### config.mk
export PLATFORM = sky130hd
export DESIGN_NAME = dss_status
export DESIGN_NICKNAME = d
export VERILOG_FILES = /design/src/dss_pkg.sv /design/src/dss_sig_if.sv /design/src/dss_tim_mux.sv /design/src/dss_status.sv
export SDC_FILE = /design/constraint.sdc
export NUM_CORES = 1
export LEC_CHECK = 0
export BUFFER_PORTS_ARGS = -buffer_cell sky130_fd_sc_hd__clkbuf_2
export CORE_MARGIN = 1
export CORE_UTILIZATION = 44
export CTS_CLUSTER_DIAMETER = 120
export DETAILED_ROUTE_END_ITERATION = 16
export PLACE_DENSITY = 0.75
export SLEW_MARGIN = 20
export SYNTH_ARGS = -nofsm -noshare
export SYNTH_HDL_FRONTEND = slang
export SYNTH_SLANG_ARGS = --single-unit
### constraint.sdc
create_clock -name clk_i -period 0.9 [get_ports clk_i]
set_clock_uncertainty 0.05 [all_clocks]
set_input_delay 0.09 -clock clk_i [delete_from_list [all_inputs] [get_ports clk_i]]
set_output_delay 0.09 -clock clk_i [all_outputs]
set_load 0.01 [all_outputs]
### src/dss_pkg.sv
// constants for the driver signal status readout
// assumes one system clock, synchronous reset
`default_nettype none
package dss_pkg;
  localparam int DSS_N_IN = 6;
  localparam int DSS_N_OUT = 9;
  localparam int DSS_SYNC_STAGES = 2;
  // bit positions of the input group
  localparam int DSS_IN_ALARM = 0;
  localparam int DSS_IN_END = 1;
  localparam int DSS_IN_LC = 2;
  localparam int DSS_IN_MOVE = 3;
  localparam int DSS_IN_READY = 4;
  localparam int DSS_IN_TIMS = 5;
  localparam logic [5:0] DSS_IN_RST = 6'h00;
  localparam logic [8:0] DSS_OUT_RST = 9'h000;
  localparam logic DSS_SRC_DRIVER = 1'h0;
  localparam logic DSS_SRC_EXT = 1'h1;
endpackage : dss_pkg
`default_nettype wire

### src/dss_sig_if.sv
// interface carrying the combined timing selection between modules
// assumes a single system clock domain
`timescale 1ns/100ps
`default_nettype none
interface dss_sel_if;
  logic driver_timing_diff_input_sync;
  logic ext_encoder_z_input_sync;
  logic enc_sel;
  logic tim_out;
  modport mux (input driver_timing_diff_input_sync, input ext_encoder_z_input_sync, input enc_sel,
    output tim_out);
  modport core (output driver_timing_diff_input_sync, output ext_encoder_z_input_sync, output enc_sel,
    input tim_out);
endinterface : dss_sel_if
`default_nettype wire

### src/dss_tim_mux.sv
// selector for the combined timing status bit
// assumes inputs already synchronised to clk_i
`timescale 1ns/100ps
`default_nettype none
module dss_tim_mux (
  input wire logic clk_i,
  input wire logic rst_i,
  dss_sel_if.mux sel
);
  // ************************************************************
  // selection
  // ************************************************************
  always_ff @(posedge clk_i)
  begin
    if (rst_i)
      sel.tim_out <= 1'h0;
    else if (sel.enc_sel == dss_pkg::DSS_SRC_EXT)
      sel.tim_out <= sel.ext_encoder_z_input_sync;
    else
      sel.tim_out <= sel.driver_timing_diff_input_sync;
  end
endmodule : dss_tim_mux
`default_nettype wire

### src/dss_status.sv
// driver signal status readout: one bit per driver signal
// assumes all pins synchronous to clk_i, active-high signal sense
//
// Operation
// - each status bit reads 0 when signal inactive, 1 when active
// - live monitor flag offered only in immediate mode, not sequences
// - output status shows internal state even when unassigned to a pin
// - external encoder Z input is among the readable status bits
// - combined timing bit follows timing input or Z per source select
`timescale 1ns/100ps
`default_nettype none
module dss_status (
  input wire logic clk_i,
  input wire logic rst_i,
  input wire logic [5:0] driver_in_i,
  input wire logic driver_timing_diff_input_i,
  input wire logic ext_encoder_z_input_i,
  input wire logic encoder_source_select_i,
  input wire logic [8:0] driver_out_state_i,
  input wire logic sequence_running_i,
  output logic [5:0] driver_signal_status_bit_o,
  output logic [8:0] driver_out_status_o,
  output logic timing_or_z_status_bit_o,
  output logic ext_z_status_o,
  output logic driver_ready_status_bit_o,
  output logic live_monitor_ok_o
);
  // ************************************************************
  // input synchronisers
  // ************************************************************
  logic [7:0] s1_q;
  logic [7:0] s2_q;
  logic [7:0] raw;
  dss_sel_if sel ();

  assign raw = {ext_encoder_z_input_i, driver_timing_diff_input_i,
    driver_in_i};

  // two stages per pin; only the second stage feeds the status flops
  generate
    for (genvar g = 0; g < 8; g++)
    begin : g_sync
      always_ff @(posedge clk_i)
      begin
        if (rst_i)
        begin
          s1_q[g] <= 1'h0;
          s2_q[g] <= 1'h0;
        end
        else
        begin
          s1_q[g] <= raw[g];
          s2_q[g] <= s1_q[g];
        end
      end
    end
  endgenerate

  assign sel.driver_timing_diff_input_sync = s2_q[6];
  assign sel.ext_encoder_z_input_sync = s2_q[7];
  assign sel.enc_sel = encoder_source_select_i;

  dss_tim_mux dss_tim_mux_i (
    .clk_i(clk_i),
    .rst_i(rst_i),
    .sel(sel.mux)
  );

  // ************************************************************
  // status registers
  // ************************************************************
  always_ff @(posedge clk_i)
  begin
    if (rst_i)
      driver_signal_status_bit_o <= dss_pkg::DSS_IN_RST;
    else
      driver_signal_status_bit_o <= s2_q[5:0];
  end

  always_ff @(posedge clk_i)
  begin
    if (rst_i)
      driver_ready_status_bit_o <= 1'h0;
    else
      driver_ready_status_bit_o <= s2_q[dss_pkg::DSS_IN_READY];
  end

  always_ff @(posedge clk_i)
  begin
    if (rst_i)
      ext_z_status_o <= 1'h0;
    else
      ext_z_status_o <= s2_q[7];
  end

  always_ff @(posedge clk_i)
  begin
    if (rst_i)
      driver_out_status_o <= dss_pkg::DSS_OUT_RST;
    else
      driver_out_status_o <= driver_out_state_i;
  end

  assign timing_or_z_status_bit_o = sel.tim_out;

  always_ff @(posedge clk_i)
  begin
    if (rst_i)
      live_monitor_ok_o <= 1'h0;
    else
      live_monitor_ok_o <= !sequence_running_i;
  end

  // ************************************************************
  // checks
  // ************************************************************
  generate
    for (genvar b = 0; b < 6; b++)
    begin : g_in_chk

    end
  endgenerate
endmodule : dss_status
`default_nettype wire

==> results.toml, run 1 <==
[min_path]
min_path_cells = 2
min_from = "rst_i"
whs_endpoint = "sel.driver_timing_diff_input_sync$_SDFF_PP0_"
hold_class = "input pin to register"

[final_layout]
finalNetCount = 158
layout-drive-gt1-share_pct = 48.6
fin_util_pct = 75.8
diodes = 0
area_delta_synth_final_pct = 59.8

[routing]
drc = 0
wl_met2_um = 823
antenna_left = 0
viasPerCell = 4.16
detail_route.first_pass.iterations = 2
met3_length_um = 146
drt_iter0_drc = 4
routedWlPerCell_um = 9.83
highest_layer = "met4"
routed_wl_um = 1620
num_vias = 686
wl_met1_um = 597

[grt]
grt_overflow = 0
grt_pass1_wl_um = 2480
grtUsageTotal_pct = 15.5
grt_max_degree = 14
antenna_found_initial = 0
grt_pass1_vias = 635

[worst_setup_path]
r2r-end = "ext_z_status_o$_SDFF_PP0_"
crit_type = "register to output pin"
max_stage_delay_ns = 0.36
critPathSlowestCell = "dfxtp_2"
cp_data_arrival_time_ns = 0.78
r2r_cells = 1
end_kind = "output pin"
required_ns = 0.76
crit_path_start_kind = "register"
critPathMaxFanout = 2
path_buf_inv = 1
rrSetupSlack_ns = 0.25
cp_top_family = "flip-flops"
rr_startpoint = "sel.ext_encoder_z_input_sync$_SDFF_PP0_"
path_cells = "buf_6"

[power_and_ir_drop]
power.density_nw_per_um2 = 1790
finalPower_mw = 2.71
peakVddDrop_uv = 1160
p_leak_nw = 0.701

[clock_network]
clk_path_buf_depth = 2
cts-buffers-inserted = 5
worstSkewPairLatency_ns = 0.33
cts_tree = "yes"
clockRootBuffer = "clkbuf_4"
cts_setup_buffers = 0
clk_pin_slew_worst_paths_ns = 0.10
cts.htree.levels = 2
cts_sinks = 34

[sta]
fin_ws_ns = -0.0204
fin_crit_sh_pct = 102
rsz0062_at_grt = "yes"
max_slew_margin_pct = 86.0
worst_pin_slew_ns = 0.210
max_freq_mhz = 1090
finalHoldViolCount = 0
finalMaxSlewViolations = 0
final-setup-viol-count = 14
finalCriticalPeriod_ns = 0.920

[synth]
async_flop_share_pct = 0
synth_adder_area_share_pct = 0
ys_warn_count = 0
yosys.area.top_type_share_pct = 71.7
synth_ff_type = "dfxtp_1"
synth_nets = 94
synthXorXnorAreaFrac_pct = 0
ys_ff_latch = 34
ys_seq_area_share_pct = 71.7
synth.most_common_cell = "dfxtp_1"
postSynthAreaPerCell_um2 = 13.0
syn-cell-area_um2 = 950
synth.area.mux_share_pct = 1.05
synth_compound_area_share_pct = 0
postSynthCellCount = 73
synth.top_cells.by_count = "dfxtp_1 (34), nor2b_1 (28), and2b_2 (4)"
synth-simple-area-share_pct = 22.9
yosysTopAreaCell = "dfxtp_1"
synth.area.top_cells = "dfxtp_1 (72%), nor2b_1 (18%), and2b_2 (3.7%), buf_6 (3.6%), mux2i_1 (1.1%)"
yosys.cell_types.count = 7
synth_top_family_by_area = "simple AND/OR/NAND/NOR gates"
synth_edf_count = 0

[placed_design]
hpwlAfterDp_um = 963
portBuffers = 39
routabilityCongestion = 0.598

[run_status]
failed_checks = "setup timing"
status = "complete, but fails checks"

[floorplanning]
num_rows = 16
die-area_um2 = 2350
coreArea_um2 = 2000
ioPinCount = 40
die_h_um = 48.5
chipWidth_um = 48.5
initial_utilization_pct = 47.4

[job]
drv_cap = 0
-- timing repair --
action	in CTS	in global routing
hold endpoints to repair	19	0
resized for setup	3	43
setup endpoints to repair	19	19
hold buffers	19	0
cloned	0	0
-- cells in the final DEF (no fill, tap or decap), types with 2 or more instances in the layout --
cell type,Yosys,routed
nor2b_1,28,28
dfxtp_1,34,21
clkbuf_2,0,20
dlygate4sd3_1,0,19
buf_6,3,14
dfxtp_2,0,13
clkbuf_4,0,5
buf_2,0,5
and2b_2,4,4
buf_4,1,3
nor2_1,2,2
-- worst max path at each step --
stage / startpoint / to / slack [ns] / cells after the start
detailed placement: rst_i / s1_q[6]$_SDFF_PP0_ / 0.16 / 3
finish: driver_signal_status_bit_o[4]$_SDFF_PP0_ / driver_ready_status_bit_o / -0.02 / 1
global route: driver_signal_status_bit_o[4]$_SDFF_PP0_ / driver_ready_status_bit_o / -0.07 / 1
floorplan: driver_signal_status_bit_o[4]$_SDFF_PP0_ / driver_signal_status_bit_o[4] / 0.27 / 1
global placement: rst_i / driver_signal_status_bit_o[3]$_SDFF_PP0_ / 0.20 / 3
CTS: driver_signal_status_bit_o[3]$_SDFF_PP0_ / driver_signal_status_bit_o[3] / -0.04 / 1
-- layer usage --
layer | up-vias | track usage (%)
met5 | - | 0
met4 | 0 | 14.2
met3 | 9 | 9.43
met2 | 36 | 27.2
met1 | 297 | 11.3
li1 | 344 | -
-- cells by family (layout without fill, tap and decap cells) --
logic type             Yosys count  in the layout
buffers and inverters            4             69
DFF                             34             34
and+or+nand+nor                 34             34
muxes                            1              1
-- state kept, by name, summed over array words and instances (netlist names) --
| register | count |
|---|---|
| dss_tim_mux_i.sel.tim_out | 1 |
| sel.ext_encoder_z_input_sync | 1 |
| driver_signal_status_bit_o | 6 |
| driver_out_status_o | 9 |
| sel.driver_timing_diff_input_sync | 1 |
| ext_z_status_o | 1 |
| live_monitor_ok_o | 1 |
| s2_q | 6 |
| s1_q | 8 |
-- power breakdown --
part / switching (mW) / leakage, nW / internal (mW)
sequential: 0.0209 / 0.285 / 1.58
clock: 0.478 / 0.0343 / 0.375
combinational: 0.0854 / 0.382 / 0.179
total: 0.585 / 0.701 / 2.13
-- area by class of cell --
class | count | area (µm²)
clock buffer | 6 | 51.3
clock inverter | 2 | 12.5
fill | 131 | 484
multi-input combinational | 35 | 228
sequential | 34 | 697
tap | 27 | 33.8
timing repair buffer | 61 | 495
-- metrics by stage --
stage | std cells | worst slack (ns) | setup TNS, ns | hold slack [ns] | cell area (µm²)
after detailed placement | 138 | 0.163 | 0 | 0.200 | 1160
after global placement | 138 | 0.199 | 0 | 0.196 | 1160
after CTS | 165 | -0.0394 | -0.500 | 0.0103 | 1420
final | 165 | -0.0204 | -0.111 | 0.0191 | 1520
after global routing | 165 | -0.0740 | -1.01 | 0.0270 | 1520
after floorplan | 73 | 0.275 | 0 | 0.107 | 950
Power figures use the tool's default switching activity.
==> inputs of run 2 (changes only) <==
--- a/constraint.sdc
+++ b/constraint.sdc
@@ -3,3 +3,3 @@
 set_input_delay 0.09 -clock clk_i [delete_from_list [all_inputs] [get_ports clk_i]]
 set_output_delay 0.09 -clock clk_i [all_outputs]
-set_load 0.01 [all_outputs]
+set_load 0.005 [all_outputs]
==> run 2 against run 1 <==
The run still ends with setup timing left. Via count fell by 1.7%. Fmax is 2.0% higher. Register-to-register slack hardly changed. Combinational power down 15%. Wire length decreased by 6.5%. Final cell count stayed put. Critical path depth is the same. Flip-flop and latch count stayed put. Non-clock buffer count unchanged. Hold slack worse by 0.0010 ns. Largest cell class unchanged.
==> results.toml, run 2 (synthesized netlist as in run 1, its figures left out) <==
[clock_network]
clockRootBuffer = "clkbuf_4"
cts_sinks = 34
cts-buffers-inserted = 5
cts.htree.levels = 2
worstSkewPairLatency_ns = 0.33
cts_tree = "yes"
clk_path_buf_depth = 2
clk_pin_slew_worst_paths_ns = 0.10
cts_setup_buffers = 0

[placed_design]
hpwlAfterDp_um = 963
placed_area_um2 = 1160
portBuffers = 39
place_ws_ns = 0.163
routabilityCongestion = 0.598

[power_and_ir_drop]
p_leak_nw = 0.678
power.density_nw_per_um2 = 1850
peakVddDrop_uv = 1150

[floorplanning]
num_rows = 16
ioPinCount = 40
die-area_um2 = 2350
die_h_um = 48.5
chipWidth_um = 48.5
initial_utilization_pct = 47.4
coreArea_um2 = 2000

[final_layout]
top_register = "driver_out_status_o"
fill_cells = 146
postLayoutCellArea_um2 = 1440
area_delta_synth_final_pct = 51.3
layout-drive-gt1-share_pct = 48.6
largest_register_ffs = 9
finalNetCount = 158
top_regs = "driver_out_status_o x9, s1_q x8"
final_common_cell = "clkbuf_2"
layout_common_cells = "clkbuf_2 (36), nor2b_1 (28), dfxtp_1 (21), dlygate4sd3_1 (19), dfxtp_2 (13)"
diodes = 0

[worst_setup_path]
critPathSlowestCell = "dfxtp_2"
required_ns = 0.76
end_kind = "output pin"
max_stage_delay_ns = 0.34
cp_data_arrival_time_ns = 0.76
crit_type = "register to output pin"
path_buf_inv = 1
crit_path_start_kind = "register"
cp_top_family = "flip-flops"
path_cells = "clkbuf_2"
critPathMaxFanout = 1

[routing]
routedWlPerCell_um = 9.19
num_vias = 674
antenna_left = 0
drc = 0
routed_wl_um = 1520
drt_iter0_drc = 5
detail_route.first_pass.iterations = 2
viasPerCell = 4.08

[grt]
use_met1_pct = 11.3
grtUsageMet2_pct = 27.2
grt_overflow = 0
grt_pass1_vias = 635
grt_max_degree = 14
grt-busiest-layer = "met2"
grt_pass1_wl_um = 2480
gr-usage-met3_pct = 9.43
antenna_found_initial = 0
grtUsageTotal_pct = 15.5

[sta]
fin_crit_sh_pct = 100
max_slew_margin_pct = 86.1
fin_ws_ns = -0.00215
worst_pin_slew_ns = 0.209
finalCriticalPeriod_ns = 0.902
tns_ns = -0.00215
finalHoldViolCount = 0
max_freq_mhz = 1110
finalMaxSlewViolations = 0
holdWs_ns = 0.0181
final-setup-viol-count = 1
rsz0062_at_grt = "yes"

[run_status]
failed_checks = "setup timing"
status = "complete, but fails checks"

[min_path]
hold_class = "input pin to register"

[job]
drv_cap = 0
run 2: cell count changes in the layout (fill, tap and decap cells not counted):
cell,change
clkbuf_2,+16
buf_6,-13
buf_2,-3
run 2: routing by layer:
layer,vias to the layer above,share of wire [%]
met5,-,0
met3,9,9.4
li1,343,-
met4,0,3.8
met2,36,49
met1,286,38
run 2: per-stage QoR:
stage               std cells  util [%]  power, mW
finish                    165      71.8       2.66
global route              165      71.8       2.81
CTS                       165      70.8       2.69
detailed placement        138      57.9       1.78
global placement          138      57.9       1.77
floorplan                  73         -       1.70
run 2: cell type report:
cell class              instances  area [µm²]  share of cell area [%]
repair buffers                 61         414                    28.8
clock buffers                   6        51.3                    3.57
clock inverters                 2        12.5                   0.871
flip-flops and latches         34         697                    48.5
multi-input cells              35         228                    15.9
well taps                      27        33.8                    2.35
run 2: worst paths after layout:
check,startpoint,endpoint,slack [ns],depth (start not counted)
hold reg to reg,s1_q[4]$_SDFF_PP0_,s2_q[4]$_SDFF_PP0_,0.40,1
hold / removal,rst_i,sel.driver_timing_diff_input_sync$_SDFF_PP0_,0.02,2
setup / recovery,driver_signal_status_bit_o[2]$_SDFF_PP0_,driver_signal_status_bit_o[2],-0.002,1
setup reg to reg,sel.ext_encoder_z_input_sync$_SDFF_PP0_,ext_z_status_o$_SDFF_PP0_,0.25,1
run 2: repair_timing:
item                       CTS  global route
gates resized for setup      3            14
setup endpoints to repair   16            19
hold buffers                19             0
hold endpoints to repair    19             0
run 2: where the power goes:
group / internal (mW) / switching, mW
combinational: 0.152 / 0.0713
clock: 0.375 / 0.471
sequential: 1.57 / 0.0159
total: 2.10 / 0.558
==> inputs of run 3 (changes only) <==
- CORE_UTILIZATION: 44 -> 48
- PLACE_DENSITY: 0.75 -> 0.81
- clock period: 0.9 -> 1.07 ns (I/O delays scaled with it)
==> run 3 against run 2 <==
The run now ends clean. Sequential share of layout area shrank 0.67 points. Global-route usage up 1.0 points. Die area is 8.0% lower. Flip-flop and latch count stayed put. Register-to-register slack improved by 0.16 ns. Clock power increased by 4.6%.
==> results.toml, run 3 (synthesized netlist as in run 1, its figures left out) <==
[final_layout]
layout_common_cells = "clkbuf_2 (39), dfxtp_1 (34), nor2b_1 (28), dlygate4sd3_1 (19), clkbuf_4 (5)"
fin_util_pct = 79.8
largest_register_ffs = 9
final-seq-area_um2 = 681
area_delta_synth_final_pct = 49.8
top_register = "driver_out_status_o"
final_cells = 163
finalNetCount = 158
diodes = 0
layout-drive-gt1-share_pct = 37.7
postLayoutCellArea_um2 = 1420
multi_input_area_um2 = 228
top_regs = "driver_out_status_o x9, s1_q x8"
final_common_cell = "clkbuf_2"
fill_cells = 115

[worst_setup_path]
cp_data_arrival_time_ns = 0.76
required_ns = 0.91
critPathSlowestCell = "dfxtp_1"
crit_type = "register to output pin"
cp_top_family = "flip-flops"
max_stage_delay_ns = 0.33
path_buf_inv = 1
critPathMaxFanout = 1
crit_path_start_kind = "register"
path_cells = "clkbuf_2"
end_kind = "output pin"

[sta]
finalCriticalPeriod_ns = 0.921
max_slew_margin_pct = 85.0
holdWs_ns = 0.0592
final-setup-viol-count = 0
finalHoldViolCount = 0
rsz0062_at_grt = "no"
fin_crit_sh_pct = 86.1
finalMaxSlewViolations = 0
tns_ns = 0
max_freq_mhz = 1090
fin_ws_ns = 0.149
worst_pin_slew_ns = 0.225

[routing]
num_vias = 675
drt_iter0_drc = 3
antenna_left = 0
drc = 0
detail_route.first_pass.iterations = 2
routedWlPerCell_um = 9.84
viasPerCell = 4.14
routed_wl_um = 1600

[clock_network]
cts_tree = "yes"
cts-buffers-inserted = 5
clk_pin_slew_worst_paths_ns = 0.10
cts_setup_buffers = 0
cts_hold_buf = 19
cts.htree.levels = 2
cts_sinks = 34
postCtsResizedCells = 0
worstSkewPairLatency_ns = 0.32
clk_path_buf_depth = 2
clockRootBuffer = "clkbuf_4"

[placed_design]
place_ws_ns = 0.317
place_inst = 136
placed_area_um2 = 1160
routabilityCongestion = 0.591
hpwlAfterDp_um = 906
portBuffers = 39

[power_and_ir_drop]
peakVddDrop_uv = 1160
p_leak_nw = 0.676
finalPower_mw = 2.41
power.density_nw_per_um2 = 1690

[grt]
antenna_found_initial = 0
grt_pass1_vias = 597
gr-usage-met3_pct = 7.45
grtUsageTotal_pct = 16.6
grtUsageMet2_pct = 27.8
use_met1_pct = 16.3
grt_pass1_wl_um = 2320
grt_overflow = 0
grt-busiest-layer = "met2"
grt_max_degree = 14

[run_status]
status = "complete, no violations"

[floorplanning]
coreArea_um2 = 1780
initial_utilization_pct = 53.3
chipWidth_um = 46.5
die-area_um2 = 2160
ioPinCount = 40
num_rows = 15
die_h_um = 46.5

[min_path]
hold_class = "input pin to register"

[job]
drv_cap = 0
[run 3: cell count changes in the layout (fill, tap and decap cells not counted), sizes merged]
cell	change
buf	-3
clkinvlp	-1
bufinv	+1
clkbuf	+4
clkinv	-1
[run 3: area by class of cell]
type,count,area share (%)
clock buffers,7,3.17
clock inverters,1,2.11
multi-input cells,35,16.0
flip-flops and latches,34,47.8
well taps,25,2.20
repair buffers,61,28.7
[run 3: power by group]
part | leakage (nW) | switching [mW] | internal (mW)
Clock | 0.0395 | 0.389 | 0.496
Sequential | 0.281 | 0.0132 | 1.32
Combinational | 0.355 | 0.0618 | 0.126
Total | 0.676 | 0.464 | 1.94
[run 3: worst paths after layout]
path,startpoint,end,slack (ns),cells past startpoint
setup / recovery,driver_out_status_o[1]$_SDFF_PP0_,driver_out_status_o[1],0.15,1
hold / removal,rst_i,s1_q[5]$_SDFF_PP0_,0.06,2
setup reg to reg,sel.ext_encoder_z_input_sync$_SDFF_PP0_,ext_z_status_o$_SDFF_PP0_,0.41,1
hold reg to reg,s1_q[2]$_SDFF_PP0_,s2_q[2]$_SDFF_PP0_,0.39,1
[run 3: layer usage]
metal	share of wire, %	vias to the layer above
li1	-	348
met2	50	35
met1	41	289
met5	0	-
met3	7.5	3
met4	1.5	0
